$ cat src/common/event_router_pkg.sv
package event_router_pkg;

	// ==========================================================
	// sizes
	localparam int unsigned NUM_EVENTS = 27;  // event codes 0x00..0x1a
	localparam int unsigned SEL_W      = 6;
	localparam int unsigned NUM_DEST   = 6;
	localparam int unsigned PORT_W     = 16;
	localparam int unsigned ADDR_W     = 8;
	localparam int unsigned DATA_W     = 32;
	localparam int unsigned STRB_W     = 4;

	// ==========================================================
	// destination slots
	localparam int unsigned DEST_CONV  = 0;
	localparam int unsigned DEST_TMR0  = 1;
	localparam int unsigned DEST_TMR1  = 2;
	localparam int unsigned DEST_PORT1 = 3;
	localparam int unsigned DEST_PORT2 = 4;
	localparam int unsigned DEST_ITV   = 5;

	// ==========================================================
	// router-owned event codes
	localparam int unsigned EVT_SW0 = 20;  // 0x14
	localparam int unsigned EVT_SW1 = 21;  // 0x15
	localparam logic [SEL_W-1:0] SEL_NONE = 6'h00;

	// ==========================================================
	// latencies in core clock cycles, event rise to output rise
	localparam int unsigned LAT_CONV      = 4;
	localparam int unsigned LAT_TMR       = 4;
	localparam int unsigned LAT_PORT_EVT  = 2;  // pins change one later
	localparam int unsigned LAT_PORT_PIN  = 3;

	// ==========================================================
	// register byte offsets
	localparam logic [ADDR_W-1:0] OFS_CTRL    = 8'h00;
	localparam logic [ADDR_W-1:0] OFS_SWEVT   = 8'h04;
	localparam logic [ADDR_W-1:0] OFS_SEL0    = 8'h08;
	localparam logic [ADDR_W-1:0] OFS_SEL_END = 8'h1c;
	localparam logic [ADDR_W-1:0] OFS_P1_SET  = 8'h20;
	localparam logic [ADDR_W-1:0] OFS_P1_RST  = 8'h24;
	localparam logic [ADDR_W-1:0] OFS_P2_SET  = 8'h28;
	localparam logic [ADDR_W-1:0] OFS_P2_RST  = 8'h2c;
	localparam logic [ADDR_W-1:0] OFS_P1_DATA = 8'h30;
	localparam logic [ADDR_W-1:0] OFS_P2_DATA = 8'h34;
	localparam logic [ADDR_W-1:0] OFS_STATUS  = 8'h38;

	// ==========================================================
	// field positions and reset values
	localparam int unsigned CTRL_EN_BIT   = 0;
	localparam int unsigned SW0_BIT       = 0;
	localparam int unsigned SW1_BIT       = 1;
	localparam int unsigned STAT_STOP_BIT = 0;
	localparam int unsigned STAT_AV_LSB   = 1;
	localparam logic [PORT_W-1:0] PORT_RST = 16'h0000;
	localparam logic [DATA_W-1:0] ZERO32   = 32'h0000_0000;

	localparam logic [1:0] RESP_OKAY   = 2'h0;
	localparam logic [1:0] RESP_SLVERR = 2'h2;

endpackage

$ cat src/event_router.sv
// Implementation choices: the AXI4-Lite interface to the registers and the address map.
module event_router (
	input  wire logic                                     aclk,
	input  wire logic                                     aresetn,
	// axi4-lite slave
	input  wire logic [event_router_pkg::ADDR_W-1:0]      s_axi_awaddr,
	input  wire logic                                     s_axi_awvalid,
	output logic                                          s_axi_awready,
	input  wire logic [event_router_pkg::DATA_W-1:0]      s_axi_wdata,
	input  wire logic [event_router_pkg::STRB_W-1:0]      s_axi_wstrb,
	input  wire logic                                     s_axi_wvalid,
	output logic                                          s_axi_wready,
	output logic [1:0]                                    s_axi_bresp,
	output logic                                          s_axi_bvalid,
	input  wire logic                                     s_axi_bready,
	input  wire logic [event_router_pkg::ADDR_W-1:0]      s_axi_araddr,
	input  wire logic                                     s_axi_arvalid,
	output logic                                          s_axi_arready,
	output logic [event_router_pkg::DATA_W-1:0]           s_axi_rdata,
	output logic [1:0]                                    s_axi_rresp,
	output logic                                          s_axi_rvalid,
	input  wire logic                                     s_axi_rready,
	// system state
	input  wire logic                                     module_stop_control_c,
	input  wire logic [event_router_pkg::NUM_DEST-1:0]    dest_module_stop,
	input  wire logic                                     standby_mode,
	input  wire logic                                     snooze_mode,
	input  wire logic                                     converter_active,
	input  wire logic                                     transfer_active,
	input  wire logic                                     serial_active,
	// event sources, bit n is event code n
	input  wire logic [event_router_pkg::NUM_EVENTS-1:0]  event_in,
	// destinations
	output logic                                          converter_link_event,
	output logic                                          timer_ch0_link_event,
	output logic                                          timer_ch1_link_event,
	output logic                                          port1_link_event,
	output logic                                          port2_link_event,
	output logic                                          interval_timer_link_event,
	output logic [event_router_pkg::PORT_W-1:0]           port1_pin_out,
	output logic [event_router_pkg::PORT_W-1:0]           port2_pin_out
);

	localparam int unsigned ND = event_router_pkg::NUM_DEST;
	localparam int unsigned PW = event_router_pkg::PORT_W;

	// ==========================================================
	// control state
	logic                              stop_q;
	logic                              enable_q;
	logic [1:0]                        sw_q;
	logic [event_router_pkg::SEL_W-1:0] sel_q [ND];
	logic [PW-1:0]                     p1_set_q;
	logic [PW-1:0]                     p1_rst_q;
	logic [PW-1:0]                     p2_set_q;
	logic [PW-1:0]                     p2_rst_q;
	logic [PW-1:0]                     p1_pin_q;
	logic [PW-1:0]                     p2_pin_q;

	// ==========================================================
	// bus slave state
	logic                              aw_hold_q;
	logic                              w_hold_q;
	logic                              aw_hold_d;
	logic                              w_hold_d;
	logic [event_router_pkg::ADDR_W-1:0] waddr_q;
	logic [event_router_pkg::DATA_W-1:0] wdata_q;
	logic [event_router_pkg::STRB_W-1:0] wstrb_q;
	logic                              wr_fire;
	logic                              rd_fire;
	logic                              rvalid_d;
	logic                              awready_q;
	logic                              wready_q;
	logic                              bvalid_q;
	logic [1:0]                        bresp_q;
	logic                              arready_q;
	logic                              rvalid_q;
	logic [1:0]                        rresp_q;
	logic [event_router_pkg::DATA_W-1:0] rdata_q;
	logic [event_router_pkg::DATA_W-1:0] wmask;
	logic                              wr_ok;
	logic                              wr_mapped;

	// ==========================================================
	// routing state
	logic [event_router_pkg::NUM_EVENTS-1:0] src_now;
	logic [event_router_pkg::NUM_EVENTS-1:0] src_q;
	logic [event_router_pkg::NUM_EVENTS-1:0] src_edge;
	logic [ND-1:0]                     hit;
	logic [ND-1:0]                     avail;
	logic [ND-1:0]                     fire;
	logic [ND-1:0]                     dest_out;

	// byte lanes to bit mask
	function automatic logic [31:0] lane_mask(input logic [3:0] s);
		lane_mask = {{8{s[3]}}, {8{s[2]}}, {8{s[1]}}, {8{s[0]}}};
	endfunction

	// ==========================================================
	// module stop: held stopped through reset, then follows the control
	always_ff @(posedge aclk) begin
		if (!aresetn)
			stop_q <= 1'b1;
		else
			stop_q <= module_stop_control_c;
	end

	// ==========================================================
	// write channel: address and data taken in either order
	assign wr_fire   = aw_hold_q && w_hold_q && !bvalid_q;
	assign aw_hold_d = (aw_hold_q || (s_axi_awvalid && awready_q)) && !wr_fire;
	assign w_hold_d  = (w_hold_q || (s_axi_wvalid && wready_q)) && !wr_fire;
	assign wmask     = lane_mask(wstrb_q);
	// registers are closed while stopped
	assign wr_ok     = wr_fire && !stop_q;

	always_comb begin
		wr_mapped = 1'b0;
		if (waddr_q[1:0] == 2'h0 && waddr_q <= event_router_pkg::OFS_STATUS)
			wr_mapped = 1'b1;
	end

	always_ff @(posedge aclk) begin
		if (!aresetn) begin
			aw_hold_q <= 1'b0;
			w_hold_q  <= 1'b0;
			awready_q <= 1'b0;
			wready_q  <= 1'b0;
			waddr_q   <= '0;
			wdata_q   <= event_router_pkg::ZERO32;
			wstrb_q   <= '0;
		end else begin
			aw_hold_q <= aw_hold_d;
			w_hold_q  <= w_hold_d;
			awready_q <= !aw_hold_d;
			wready_q  <= !w_hold_d;
			if (s_axi_awvalid && awready_q)
				waddr_q <= s_axi_awaddr;
			if (s_axi_wvalid && wready_q) begin
				wdata_q <= s_axi_wdata;
				wstrb_q <= s_axi_wstrb;
			end
		end
	end

	// write response, one cycle after both halves are held
	always_ff @(posedge aclk) begin
		if (!aresetn) begin
			bvalid_q <= 1'b0;
			bresp_q  <= event_router_pkg::RESP_OKAY;
		end else if (wr_fire) begin
			bvalid_q <= 1'b1;
			bresp_q  <= (stop_q || !wr_mapped) ?
				event_router_pkg::RESP_SLVERR : event_router_pkg::RESP_OKAY;
		end else if (s_axi_bready) begin
			bvalid_q <= 1'b0;
		end
	end

	// ==========================================================
	// control and software event registers
	always_ff @(posedge aclk) begin
		if (!aresetn) begin
			enable_q <= 1'b0;
			sw_q     <= 2'h0;
		end else begin
			sw_q <= 2'h0;  // software events are one-cycle pulses
			if (wr_ok && wstrb_q[0]) begin
				if (waddr_q == event_router_pkg::OFS_CTRL)
					enable_q <= wdata_q[event_router_pkg::CTRL_EN_BIT];
				if (waddr_q == event_router_pkg::OFS_SWEVT)
					sw_q <= {wdata_q[event_router_pkg::SW1_BIT],
					         wdata_q[event_router_pkg::SW0_BIT]};
			end
		end
	end

	// selectors, one word each; only the low byte holds a field
	generate
		for (genvar i = 0; i < ND; i++) begin : g_sel
			localparam logic [event_router_pkg::ADDR_W-1:0] OFS =
				event_router_pkg::OFS_SEL0 + 8'(4 * i);
			always_ff @(posedge aclk) begin
				if (!aresetn)
					sel_q[i] <= event_router_pkg::SEL_NONE;
				else if (wr_ok && wstrb_q[0] && waddr_q == OFS)
					sel_q[i] <= wdata_q[event_router_pkg::SEL_W-1:0];
			end
		end
	endgenerate

	// port set and reset masks
	always_ff @(posedge aclk) begin
		if (!aresetn) begin
			p1_set_q <= event_router_pkg::PORT_RST;
			p1_rst_q <= event_router_pkg::PORT_RST;
			p2_set_q <= event_router_pkg::PORT_RST;
			p2_rst_q <= event_router_pkg::PORT_RST;
		end else if (wr_ok) begin
			unique case (waddr_q)
				event_router_pkg::OFS_P1_SET:
					p1_set_q <= PW'((p1_set_q & ~wmask) | (wdata_q & wmask));
				event_router_pkg::OFS_P1_RST:
					p1_rst_q <= PW'((p1_rst_q & ~wmask) | (wdata_q & wmask));
				event_router_pkg::OFS_P2_SET:
					p2_set_q <= PW'((p2_set_q & ~wmask) | (wdata_q & wmask));
				event_router_pkg::OFS_P2_RST:
					p2_rst_q <= PW'((p2_rst_q & ~wmask) | (wdata_q & wmask));
				default: ;
			endcase
		end
	end

	// ==========================================================
	// read channel, data registered at the accepting edge
	assign rd_fire  = s_axi_arvalid && arready_q;
	assign rvalid_d = (rvalid_q && !s_axi_rready) || rd_fire;

	always_ff @(posedge aclk) begin
		if (!aresetn) begin
			arready_q <= 1'b0;
			rvalid_q  <= 1'b0;
			rresp_q   <= event_router_pkg::RESP_OKAY;
			rdata_q   <= event_router_pkg::ZERO32;
		end else begin
			arready_q <= !rvalid_d;
			rvalid_q  <= rvalid_d;
			if (rd_fire) begin
				rdata_q <= event_router_pkg::ZERO32;
				rresp_q <= event_router_pkg::RESP_OKAY;
				if (stop_q) begin
					rresp_q <= event_router_pkg::RESP_SLVERR;
				end else if (s_axi_araddr >= event_router_pkg::OFS_SEL0 &&
				             s_axi_araddr <= event_router_pkg::OFS_SEL_END &&
				             s_axi_araddr[1:0] == 2'h0) begin
					rdata_q <= 32'(sel_q[3'((s_axi_araddr -
						event_router_pkg::OFS_SEL0) >> 2)]);
				end else begin
					unique case (s_axi_araddr)
						event_router_pkg::OFS_CTRL:    rdata_q <= 32'(enable_q);
						event_router_pkg::OFS_SWEVT:   ;  // reads as zero
						event_router_pkg::OFS_P1_SET:  rdata_q <= 32'(p1_set_q);
						event_router_pkg::OFS_P1_RST:  rdata_q <= 32'(p1_rst_q);
						event_router_pkg::OFS_P2_SET:  rdata_q <= 32'(p2_set_q);
						event_router_pkg::OFS_P2_RST:  rdata_q <= 32'(p2_rst_q);
						event_router_pkg::OFS_P1_DATA: rdata_q <= 32'(p1_pin_q);
						event_router_pkg::OFS_P2_DATA: rdata_q <= 32'(p2_pin_q);
						event_router_pkg::OFS_STATUS:
							rdata_q <= 32'({avail, stop_q});
						default: rresp_q <= event_router_pkg::RESP_SLVERR;
					endcase
				end
			end
		end
	end

	// ==========================================================
	// sources: core clock logic, so no synchroniser; the router's own
	// software events take their code slots, code zero is never an event
	always_comb begin
		src_now = event_in;
		src_now[0] = 1'b0;
		src_now[event_router_pkg::EVT_SW0] = sw_q[0];
		src_now[event_router_pkg::EVT_SW1] = sw_q[1];
	end

	// rising edges only, so a held source gives one routed pulse
	always_ff @(posedge aclk) begin
		if (!aresetn)
			src_q <= '0;
		else
			src_q <= src_now;
	end
	assign src_edge = src_now & ~src_q;

	// ==========================================================
	// availability per destination in the current power state
	always_comb begin  // snooze gates ports only
		for (int unsigned i = 0; i < ND; i++) begin
			avail[i] = !dest_module_stop[i] && !stop_q;
			if (standby_mode && i != event_router_pkg::DEST_ITV)
				avail[i] = 1'b0;
			if (snooze_mode && (i == event_router_pkg::DEST_PORT1 ||
			                    i == event_router_pkg::DEST_PORT2) &&
			    !(converter_active || transfer_active || serial_active))
				avail[i] = 1'b0;
		end
	end

	// ==========================================================
	// per destination: select, gate, delay all but the interval timer
	generate
		for (genvar i = 0; i < ND; i++) begin : g_dest
			source_mux u_mux (
				.events (src_edge),
				.sel    (sel_q[i]),
				.hit    (hit[i])
			);
			// enable gates all destinations together
			assign fire[i] = hit[i] && enable_q && avail[i];
			if (i == event_router_pkg::DEST_ITV) begin : g_comb
				// no register: the timer must see it in the same cycle
				assign dest_out[i] = fire[i];
			end else begin : g_pipe
				link_delay #(
					.DEPTH ((i == event_router_pkg::DEST_CONV) ?
					        event_router_pkg::LAT_CONV :
					        (i == event_router_pkg::DEST_TMR0 ||
					         i == event_router_pkg::DEST_TMR1) ?
					        event_router_pkg::LAT_TMR :
					        event_router_pkg::LAT_PORT_EVT)
				) u_dly (
					.aclk      (aclk),
					.aresetn   (aresetn),
					.pulse_in  (fire[i]),
					.pulse_out (dest_out[i])
				);
			end
		end
	endgenerate

	// ==========================================================
	// port groups: reset mask clears, set mask wins on overlap;
	// an event beats a software write to the data register
	always_ff @(posedge aclk) begin
		if (!aresetn) begin
			p1_pin_q <= event_router_pkg::PORT_RST;
			p2_pin_q <= event_router_pkg::PORT_RST;
		end else begin
			if (dest_out[event_router_pkg::DEST_PORT1])
				p1_pin_q <= (p1_pin_q & ~p1_rst_q) | p1_set_q;
			else if (wr_ok && waddr_q == event_router_pkg::OFS_P1_DATA)
				p1_pin_q <= PW'((p1_pin_q & ~wmask) | (wdata_q & wmask));
			if (dest_out[event_router_pkg::DEST_PORT2])
				p2_pin_q <= (p2_pin_q & ~p2_rst_q) | p2_set_q;
			else if (wr_ok && waddr_q == event_router_pkg::OFS_P2_DATA)
				p2_pin_q <= PW'((p2_pin_q & ~wmask) | (wdata_q & wmask));
		end
	end

	// ==========================================================
	// outputs
	assign s_axi_awready = awready_q;
	assign s_axi_wready  = wready_q;
	assign s_axi_bvalid  = bvalid_q;
	assign s_axi_bresp   = bresp_q;
	assign s_axi_arready = arready_q;
	assign s_axi_rvalid  = rvalid_q;
	assign s_axi_rresp   = rresp_q;
	assign s_axi_rdata   = rdata_q;

	assign converter_link_event      = dest_out[event_router_pkg::DEST_CONV];
	assign timer_ch0_link_event      = dest_out[event_router_pkg::DEST_TMR0];
	assign timer_ch1_link_event      = dest_out[event_router_pkg::DEST_TMR1];
	assign port1_link_event          = dest_out[event_router_pkg::DEST_PORT1];
	assign port2_link_event          = dest_out[event_router_pkg::DEST_PORT2];
	assign interval_timer_link_event = dest_out[event_router_pkg::DEST_ITV];
	assign port1_pin_out             = p1_pin_q;
	assign port2_pin_out             = p2_pin_q;

endmodule

$ cat src/link_delay.sv
// ==========================================================
// fixed pipeline that delays a routed pulse by its latency
module link_delay #(
	parameter int unsigned DEPTH = 1
) (
	input  wire logic aclk,
	input  wire logic aresetn,
	input  wire logic pulse_in,
	output logic      pulse_out
);

	logic [DEPTH-1:0] stage_q;

	// plain shift; pulse width is preserved end to end
	always_ff @(posedge aclk) begin
		if (!aresetn)
			stage_q <= '0;
		else
			stage_q <= DEPTH'({stage_q, pulse_in});  // oldest bit drops out
	end

	assign pulse_out = stage_q[DEPTH-1];

endmodule

$ cat src/source_mux.sv
// ==========================================================
// picks the event named by a selector; zero or codes past the
// table select nothing
module source_mux (
	input  wire logic [event_router_pkg::NUM_EVENTS-1:0] events,
	input  wire logic [event_router_pkg::SEL_W-1:0]      sel,
	output logic                                         hit
);

	// selector decode, out-of-range codes never hit
	always_comb begin
		hit = 1'b0;
		for (int unsigned k = 1; k < event_router_pkg::NUM_EVENTS; k++) begin
			if (sel == k[event_router_pkg::SEL_W-1:0])
				hit = events[k];
		end
	end

endmodule

$ cat config.mk
export PLATFORM = sky130hd
export DESIGN_NAME = event_router
export DESIGN_NICKNAME = d
export VERILOG_FILES = /design/src/common/event_router_pkg.sv /design/src/event_router.sv /design/src/link_delay.sv /design/src/source_mux.sv
export SDC_FILE = /design/constraint.sdc
export NUM_CORES = 1
export LEC_CHECK = 0
export ABC_AREA = 1
export BUFFER_PORTS_ARGS = -buffer_cell sky130_fd_sc_hd__buf_2
export CORE_MARGIN = 2
export CORE_UTILIZATION = 29
export CTS_CLUSTER_SIZE = 25
export DETAILED_ROUTE_END_ITERATION = 6
export PLACE_DENSITY = 0.5
export SETUP_SLACK_MARGIN = 0.5
export SLEW_MARGIN = 40
export SYNTH_ARGS = -nofsm -noshare
export SYNTH_HDL_FRONTEND = slang
export SYNTH_SLANG_ARGS = --single-unit
$ cat constraint.sdc
create_clock -name aclk -period 2.9 [get_ports aclk]
set_clock_uncertainty 0.05 [all_clocks]
set_input_delay 0.58 -clock aclk [delete_from_list [all_inputs] [get_ports aclk]]
set_output_delay 0.58 -clock aclk [all_outputs]
set_load 0.02 [all_outputs]
Word level (Yosys, flattened, before mapping)
Memories as Yosys holds them, arrays and structs flattened.
Cells that the tools add are included.
{"block": "totals", "regBits": 212, "latchBits": 0, "mem_bits_rw": 36, "mem_bits_ro": 0, "in_bits": 98, "output_inout_bits": 79, "elab_cells": 516, "n_memories": 1}
{"memory": "sel_q", "depth": 6, "word_bits": 6, "rd": 7, "rd_clocked_by_memory_dff": 0, "write_ports": 6, "line": "event_router.sv:52", "rtl": "logic [event_router_pkg::SEL_W-1:0] sel_q [ND];"}
{"block": "op_classes", "addsub": 1, "mul": 0, "n_div": 0, "magnitude_cmp": 3, "n_eq_ne": 177, "n_shift": 0, "mux": 202, "bitwise_logic": 28, "reduce_logical": 75}
{"operator": "$eq 6x5->1 const B", "count": 66}
{"operator": "$eq 6x4->1 const B", "count": 48}
{"operator": "$mux 1", "count": 185}
{"operator": "$and 16x16->16", "count": 9}
{"operator": "$eq 6x3->1 const B", "count": 24}
{"operator": "$or 16x16->16", "count": 8}
{"operator": "$pmux 16 s8", "count": 1}
{"operator": "$eq 8x6->1 const B", "count": 13}
{"operator": "$mux 16", "count": 6}
{"operator": "$eq 6x2->1 const B", "count": 12}
{"operator": "$not 16->16", "count": 3}
{"operator": "$logic_and 1x1->1", "count": 40}
{"operator": "$eq 6x1->1 const B", "count": 6}
{"operator": "$mux 6", "count": 6}
{"operator": "$eq 8x5->1 const B", "count": 4}
{"operator": "$and 27x27->27", "count": 1}
{"operator": "$not 27->27", "count": 1}
{"operator": "$eq 8x3->1 const B", "count": 2}
{"operator": "$eq 8x4->1 const B", "count": 2}
{"operator": "$logic_not 8->1", "count": 2}
{"operator": "$logic_not 1->1", "count": 15}
{"operator": "$reduce_and 2->1", "count": 5}
{"operator": "$reduce_or 9->1", "count": 1}
{"operator": "$ge 8x4->1 const B", "count": 1}
{"operator": "other kinds (9)", "count": 25}

Logic depth before layout (Yosys ltp)
Gate-level depths: netlist of the first run.
{"block": "depth", "word_depth": 30, "mapped_depth": 23}

Hierarchy
A second synthesis of the first run with hierarchy kept.
{"block": "unflattened", "cells_unflattened": 1901, "area_unflattened_um2": 12797.3}
{"mod": "event_router", "instances": 1, "cells_per_inst": 1397, "area_each_um2": 10044.6, "seq_area_each_um2": 4624.4}
{"mod": "source_mux", "instances": 6, "cells_per_inst": 76, "area_each_um2": 385.4, "seq_area_each_um2": 0.0}
{"mod": "link_delay at g_dest[0].g_pipe.u_dly ...", "instances": 3, "cells_per_inst": 12, "area_each_um2": 110.1, "seq_area_each_um2": 80.1}
{"mod": "link_delay at g_dest[3].g_pipe.u_dly ...", "instances": 2, "cells_per_inst": 6, "area_each_um2": 55.1, "seq_area_each_um2": 40.0}

Worst setup path after synthesis of the first run
Ideal clock, no wire load.
{"block": "synth_timing", "kind": "input to output", "start": "input event_in[2] (netlist bit)", "end": "output interval_timer_link_event", "t_arrival_ns": 2.094, "required_time_ns": 2.270, "slack_ns": 0.176, "cell_stages": 21, "cell_sequence": "inv_1 > nor2_1 > o21ai_0 > nand2_1 > a21o_1 > nand2_1 > nand3_1 > nand2_1 > nand4_1 > nand2_1 > nand2_1 > nand2_1 > nand2_1 > nand2_1 > nand4_1 > nand2_1 > nand2_1 > nand2_1 > nand2_1 > nand2_1 > a21oi_1"}
{"block": "synth_between", "elab_chain_cells": 28}
{"element": "start, declared", "line": "event_router.sv:32", "rtl": "input wire logic [event_router_pkg::NUM_EVENTS-1:0] event_in,"}
{"element": "$and 27x27->27", "line": "event_router.sv:274", "rtl": "assign src_edge = src_now & ~src_q;"}
{"element": "$mux 1 (25 in a row)", "line": "source_mux.sv:14", "rtl": "if (sel == k[event_router_pkg::SEL_W-1:0])"}
{"element": "$logic_and 1x1->1 (2 in a row)", "line": "event_router.sv:300", "rtl": "assign fire[i] = hit[i] && enable_q && avail[i];"}
{"element": "end, declared", "line": "event_router.sv:39", "rtl": "output logic interval_timer_link_event,"}
No other way between the ends.

==> run summary, run 1 <==
By area the synthesized netlist is led by dfxtp_1 (31%), nand2_1 (9.8%), edfxtp_1 (8.7%). Using the TritonRoute via totals, the vias-per-cell ratio works out to 5.00. The run gives 3.13 mm as the met3 wire length. The most frequent standard cell in the layout excluding fill and tap cells is nand2_1. The startpoint identified for the worst hold timing path is module_stop_control_c. STA classifies the critical path startpoint as a flop.

The placement-stage worst setup slack was -0.0815 ns; the count of buffers from port buffering was 137. For the number of failing setup endpoints in the final timing report, the log shows 1. The run gives -0.465 ns as the total negative slack for setup checks.

The run gives 2,174 as the number of nets in the layout. The clock reaches the later pin of the worst-skew pair after 0.60 ns. The largest net degree at the start of global routing came out at 47. In this run, synthesis inferred 36 flip-flops with an integrated enable.

The number of detailed-route iterations in the first pass is 6. The total overflow left after global routing is 0. The critical path goes through buf_6, o21ai_2, nand2_1, a21o_1, nand2_1, nand3_1, nand2_1, nand4_1, nand2_1, nand2_1, nand2_1, nand2_1, nand2_1, nand4_1, nand2_1, nand2_1, nand2_1, nand2_1, nand2_2, a21oi_4, buf_6. The run gives 0 as the number of antenna violations at the first check in global routing.

The worst setup path is captured at an output port. The number of antenna diodes in the final layout is 0. For this design, the slowest cell found on the critical path is edfxtp_1.

The tools report the placed wire-length estimate after detailed placement as 37.8 mm. The highest achievable clock rate is 297 MHz, and the total CTS buffers is 28. For the placer congestion estimate, the log shows 0.953.

Counting both buffers and inverters, the worst setup path holds a total of 2. The tools report the total wire length after detailed routing as 49.5 mm. The category of the most critical setup path is reg -> out. The run finished, with violations left. The run gives 0 as the max-cap check violation count. The via count came out at 13,200. The top cell types in the final layout, fill and taps aside, are nand2_1 (300), inv_1 (265), nor2_1 (246). After detailed routing, the number of remaining DRC violations is 0. Synthesis handed over a netlist of 1,791 instances. In this run the critical register-to-register path is launched from sel_q[1][1].

The run gives 0.505 as the relative max-transition margin. Measured in cells, the most critical reg-to-reg path has a length of 23. The cell count after placement is 2,525, and the peak per-stage delay on the critical path is 0.51 ns. The run gives 229 as the clock net sink count. Setup repair after global routing could not meet its margin everywhere.

The leading area contributor after synthesis is dfxtp_1. The worst hold slack after final layout is 0.145 ns, and the share of the clock period used by the worst path is 1.16. The wire length of the first global-routing pass is 74.2 mm, and the maximum ir drop on the vdd rail is 0.000450 V. The count of non-filler cells in the finished layout is 2,637, and the area inside the core boundary is 0.0420 mm². The required time of the worst setup path was 2.27 ns. The reg-to-reg endpoint was g_dest[1].g_pipe.u_dly.stage_q[0]. The global router's overall resource usage is 0.219.

The cell type with the highest occurrence count on the critical path is nand2_1. The routed wirelength normalized by instance count is 18.8 µm, and the height of the die is 211 µm. From synthesis to final layout, the design area changed by 30.1%. Summing every instance area after synthesis gives 0.0124 mm².

The top cell family by delay on the critical path was simple AND/OR/NAND/NOR gates. The final hold violation count was 0; the die width was 211 µm. The post-cts hold buffer count was 0.

The fraction of post-synthesis cell area in the top cell type by area was 0.312; the arrival time at the worst endpoint was 2.73 ns. For the residual antenna-violating net count after detailed routing, the log shows 0. Counting distinct cell types in the post-synthesis netlist gives 52.

The detailed router's first-iteration violation count was 1,137. The root buffer cell chosen for the clock tree is clkbuf_16. Sequential-to-total area share from yosys stat: 0.399. The synthesized area divided by synthesized cell count is 6.92 µm². The final reports fail on negative setup slack.

At the pin with the least slew margin, the transition time is 0.741 ns. The floorplan row count was 75. The synthesis-stage register bit count is 229. The buffer depth of the longest clock path is 3.

Setup slack on the worst reg-to-reg path comes out at 0.50 ns. The final worst slack was -0.465 ns; the share of final-layout standard cells stronger than drive strength 1 was 0.243. Worst min-delay path category: in -> reg. Summed over all cells, the static leakage comes to 0.00700 µW. The power per cell area was 490 mW/mm². The share of synthesized flip-flops with an asynchronous set or reset was 0. After detailed routing, the wire length on met1 is 21.4 mm. The worst hold path cell count was 2.

The top-level port count was 177. Highest routing layer actually used: met4. The logs give 23.2 mm for the wire length on met2 and 0 for the number of warnings printed during yosys synthesis.

The max-slew violation count is 0. Counting the fill cells in the layout gives 4,500. The run gives 1 as the number of H-tree levels. In this run the worst path has a maximum fanout of 5.

For hold timing, the worst endpoint is stop_q. The register clock-pin slew on the reported worst setup and hold paths came out at 0.06 ns. TritonCTS built the clock tree. The initial standard-cell utilization of the core was 0.295; the overall power of the completed layout was 7890 µW.

For this run, the leading register cell type out of synthesis is dfxtp_1. The tools report the full die area as 0.0444 mm². Final critical-path required period: 3.36 ns.

For the via count of the first global-routing pass, the log shows 12,300.
-- report_power, final --
group / switching, µW / total, µW / internal, µW
Combinational: 575 / 853 / 278
Clock: 1490 / 3680 / 2190
Sequential: 62.4 / 3360 / 3300
-- synth_stat cells (6+ instances only) --
| cell type | instances |
|---|---|
| inv_1 | 283 |
| nor2_2 | 17 |
| o21ai_1 | 9 |
| nor2_4 | 9 |
| nand2_1 | 324 |
| o211ai_1 | 16 |
| o31ai_1 | 10 |
| o21ai_0 | 114 |
| nor4_1 | 8 |
| nor2_1 | 269 |
| a31oi_1 | 7 |
| edfxtp_1 | 36 |
| buf_4 | 20 |
| nand4_1 | 45 |
| dfxtp_1 | 193 |
| a221oi_1 | 12 |
| o22ai_1 | 12 |
| a32o_1 | 7 |
| a22oi_1 | 6 |
| nor3_1 | 22 |
| nand3_1 | 83 |
| buf_2 | 13 |
| inv_2 | 17 |
| a21oi_1 | 79 |
| a211oi_1 | 81 |
| o2111ai_1 | 13 |
| clkbuf_1 | 43 |
-- layout make-up --
class	count	area, µm²	area share
clock buffer	36	785	0.0487
timing repair buffer	315	2060	0.128
multi-input combinational	1201	6320	0.392
sequential	229	4950	0.307
tap	539	674	0.0419
clock inverter	16	201	0.0125
inverter	301	1130	0.0703
-- stage by stage --
stage                     utilization  area [µm²]
after floorplan                     -       12500
after detailed placement        0.341       14400
after global routing            0.383       16100
after CTS                       0.368       15500
after global placement          0.341       14400
final                           0.383       16100
-- how the worst max path moves through the flow --
| stage | end | cells past startpoint | start |
|---|---|---|---|
| finish | interval_timer_link_event | 21 | sel_q[5][0] |
| global route | interval_timer_link_event | 21 | sel_q[5][1] |
| CTS | interval_timer_link_event | 21 | sel_q[5][0] |
| detailed placement | interval_timer_link_event | 23 | event_in[2] |
| global placement | interval_timer_link_event | 23 | event_in[2] |
| floorplan | interval_timer_link_event | 21 | event_in[2] |
-- kinds of logic after synthesis --
| logic type | Yosys count | synth area share |
|---|---|---|
| DFF | 229 | 0.399 |
| and+or+nand+nor | 794 | 0.280 |
| buffers and inverters | 378 | 0.122 |
| AOI/OAI and AO/OA | 388 | 0.198 |
| other | 1 | 0.000303 |
| xor gates and xnor gates | 1 | 0.000707 |
-- metal layers --
layer | GRT usage | up-vias
met5 | 0 | -
met4 | 0.0784 | 0
met3 | 0.0272 | 89
met2 | 0.366 | 516
met1 | 0.291 | 6089
li1 | - | 6503
-- what timing repair did --
item / CTS / global route
pin swaps: 6 / 37
resized for setup: 13 / 104
endpoints found under the setup margin: 3 / 24
setup buffers: 11 / 49
No activity file was read; power rests on OpenSTA's default activity.
==> run 2, diff against run 1 <==
--- a/config.mk
+++ b/config.mk
@@ -13,6 +13,7 @@
 export DETAILED_ROUTE_END_ITERATION = 6
 export PLACE_DENSITY = 0.5
 export SETUP_SLACK_MARGIN = 0.5
+export SKIP_CTS_REPAIR_TIMING = 1
 export SLEW_MARGIN = 40
 export SYNTH_ARGS = -nofsm -noshare
 export SYNTH_HDL_FRONTEND = slang
==> run 2 against run 1 <==
Net effect: clock power hardly changed; global-route usage hardly changed; hold slack hardly changed; critical endpoint unchanged; count of clock-buffer cells in the layout stayed put; sequential share of layout area is 0.19 points higher; via count is 0.24% lower; sequential power hardly changed; die area stayed put; non-clock buffer count is 11 lower; the run still ends with negative setup slack left.
==> run summary, run 2 (synthesized netlist as in run 1, its figures left out) <==
Area added between synthesis and finish: 29.3%. The height of the die is 211 µm (unchanged). TritonCTS built the clock tree.

The top-level port count is 177 (unchanged), and the total negative slack for setup checks is -0.494 ns (-0.0291 ns). The total placed instance area is 0.0144 mm² (unchanged). The logs give 49.6 mm (+0.13%) for the total wire length after detailed routing and 0 (unchanged) for the count of inserted antenna diode cells. The global router's overall resource usage is 0.219 (-0.000383). The worst register-to-register path ends at g_dest[2].g_pipe.u_dly.stage_q[0].

Clock net sink count: 229 (unchanged). The placement-stage worst setup slack is -0.0815 ns (unchanged), and the number of detailed-route iterations in the first pass is 7 (+1). Clock tree synthesis selected as its root buffer the cell clkbuf_16. The largest driver fanout on the critical path works out to 5 (unchanged). The tools report the sort of element at the end of the critical path as an output port. The count of unresolved DRC violations after routing was 0 (unchanged). The largest net degree at the start of global routing is 47 (unchanged), and the depth of the worst register-to-register path is 21 (-8.7%).

The count of buffers from port buffering works out to 137 (unchanged). The tools report the maximum ir drop on the vdd rail as 0.000450 V (-0.16%). In the layout the commonest cells are nand2_1 (302), inv_1 (266), nor2_1 (248). The placer congestion estimate is 0.953 (unchanged).

The via density per instance is 5.01 (+0.18%). The final worst slack was -0.494 ns (-0.0291 ns); the final critical-path required period was 3.39 ns (+0.0291 ns). The tools report the reported leakage power as 0.00695 µW (-0.74%). The number of antenna violations at the first check in global routing is 0 (unchanged). For the required time of the worst setup path, the log shows 2.27 ns (about the same).

In this run the worst hold path is classified as in -> reg. The routed wirelength normalized by instance count came out at 18.9 µm (+0.55%). Via count of the first global-routing pass: 12,200 (-0.51%).

The number of nets in the layout was 2,163 (-0.51%); the total CTS buffers was 28 (unchanged). The worst setup path is launched from a flop. The cell count after placement was 2,525 (unchanged); the global-route congestion overflow total was 0 (unchanged). The floorplan row count was 75 (unchanged). The initial standard-cell utilization of the core was 0.295 (unchanged). For the wire length of the first global-routing pass, the log shows 74.0 mm (-0.26%).

The run finished, with violations left. For the arrival time at the worst endpoint, the log shows 2.76 ns (+0.03 ns). The worst hold path cell count is 2 (unchanged). The worst setup path is of the reg -> out kind. The number of H-tree levels is 1 (unchanged), and the count of non-filler cells in the finished layout is 2,626 (-0.42%). The area inside the core boundary is 0.0420 mm² (unchanged), and the die width is 211 µm (unchanged).

The checks that failed: negative setup slack. The relative max-transition margin came out at 0.518 (+0.0126). Clock network latency to the later pin of the worst-skew pair: 0.60 ns (about the same).

The worst register-to-register path begins at sel_q[2][1]. Power per cell area: 492 mW/mm² (+0.52%). Share of final-layout standard cells stronger than drive strength 1: 0.236 (-0.00639). The final hold violation count is 0 (unchanged), and the residual antenna-violating net count after detailed routing is 0 (unchanged). The detailed router's first-iteration violation count was 1,163 (+2.3%); the via count was 13,200 (-0.24%). The run gives 0 (unchanged) as the max-slew violation count. The run gives 295 MHz (-0.86%) as the highest achievable clock rate. Setup repair after global routing could not meet its margin everywhere.

The worst hold path terminates at stop_q. For the area of all placed cells without fillers, the log shows 0.0160 mm² (-0.62%). The placed wire-length estimate after detailed placement was 37.8 mm (unchanged); the slew at the pin with the worst max-slew slack was 0.722 ns (-0.0189 ns). The number of failing setup endpoints in the final timing report came out at 1 (unchanged). In this run the most critical hold path is launched from module_stop_control_c.

Buffer depth of the longest clock path: 3 (unchanged). The run gives 0.00495 mm² (unchanged) as the footprint of the flip-flops and latches. The most frequent standard cell in the layout excluding fill and tap cells is nand2_1.

The flop-to-flop setup slack was 0.50 ns (about the same); the full die area was 0.0444 mm² (unchanged). The tools report the area of the multi-input gates as 0.00631 mm² (-0.16%). For the max-cap check violation count, the log shows 0 (unchanged). The count of filler cells inserted in the layout is 4,519 (+0.42%), and the share of the clock period used by the worst path is 1.17 (+0.0100).

The register clock-pin slew on the reported worst setup and hold paths works out to 0.06 ns (about the same).
run 2: area by class of cell:
class | instances | area share
Clock buffer | 36 | 0.0490
Clock inverter | 16 | 0.0126
Inverter | 301 | 0.0708
Multi-Input combinational cell | 1201 | 0.394
Sequential cell | 229 | 0.309
Tap cell | 539 | 0.0421
Timing Repair Buffer | 304 | 0.123
run 2: stage by stage:
step	total power, µW	utilization	hold slack, ns
after floorplan	3840	-	0.340
after global placement	4190	0.341	0.342
after detailed placement	4200	0.341	0.349
after CTS	7910	0.365	0.133
after global routing	8200	0.381	0.147
final	7890	0.381	0.146
run 2: worst max path at each step:
| stage | startpoint | to | slack, ns | depth (start not counted) |
|---|---|---|---|---|
| detailed placement | event_in[2] | interval_timer_link_event | -0.08 | 23 |
| global placement | event_in[2] | interval_timer_link_event | -0.10 | 23 |
| finish | sel_q[5][0] | interval_timer_link_event | -0.49 | 21 |
| global route | sel_q[5][0] | interval_timer_link_event | -0.79 | 21 |
| CTS | sel_q[5][1] | interval_timer_link_event | -0.67 | 19 |
| floorplan | event_in[2] | interval_timer_link_event | 0.38 | 21 |
run 2: metal layers:
layer	wire length, µm	vias up	global-route usage
met5	0	-	0
met4	1780	0	0.0765
met3	3030	89	0.0277
met2	23200	488	0.366
met1	21600	6118	0.290
li1	-	6470	-
run 2: critical path, stage by stage, from the launching register on:
cell and delay, ns:
edfxtp_1 0.51, buf_6 0.18, o21ai_2 0.11, nand2_1 0.08
a21o_1 0.17, nand2_1 0.06, nand3_1 0.06, nand2_1 0.07
nand4_1 0.08, nand2_1 0.08, nand2_1 0.05, nand2_1 0.05
nand2_1 0.04, nand2_1 0.06, nand4_1 0.08, nand2_1 0.08
nand2_1 0.04, nand2_1 0.06, nand2_1 0.07, nand2_2 0.07
a21oi_4 0.06, buf_6 0.13
run 2: report_power, final:
group | switching [µW] | leakage, µW | internal, µW
registers | 64.4 | 0.00194 | 3300
logic | 570 | 0.00453 | 271
clock network | 1490 | 0.000483 | 2190
total | 2130 | 0.00695 | 5760
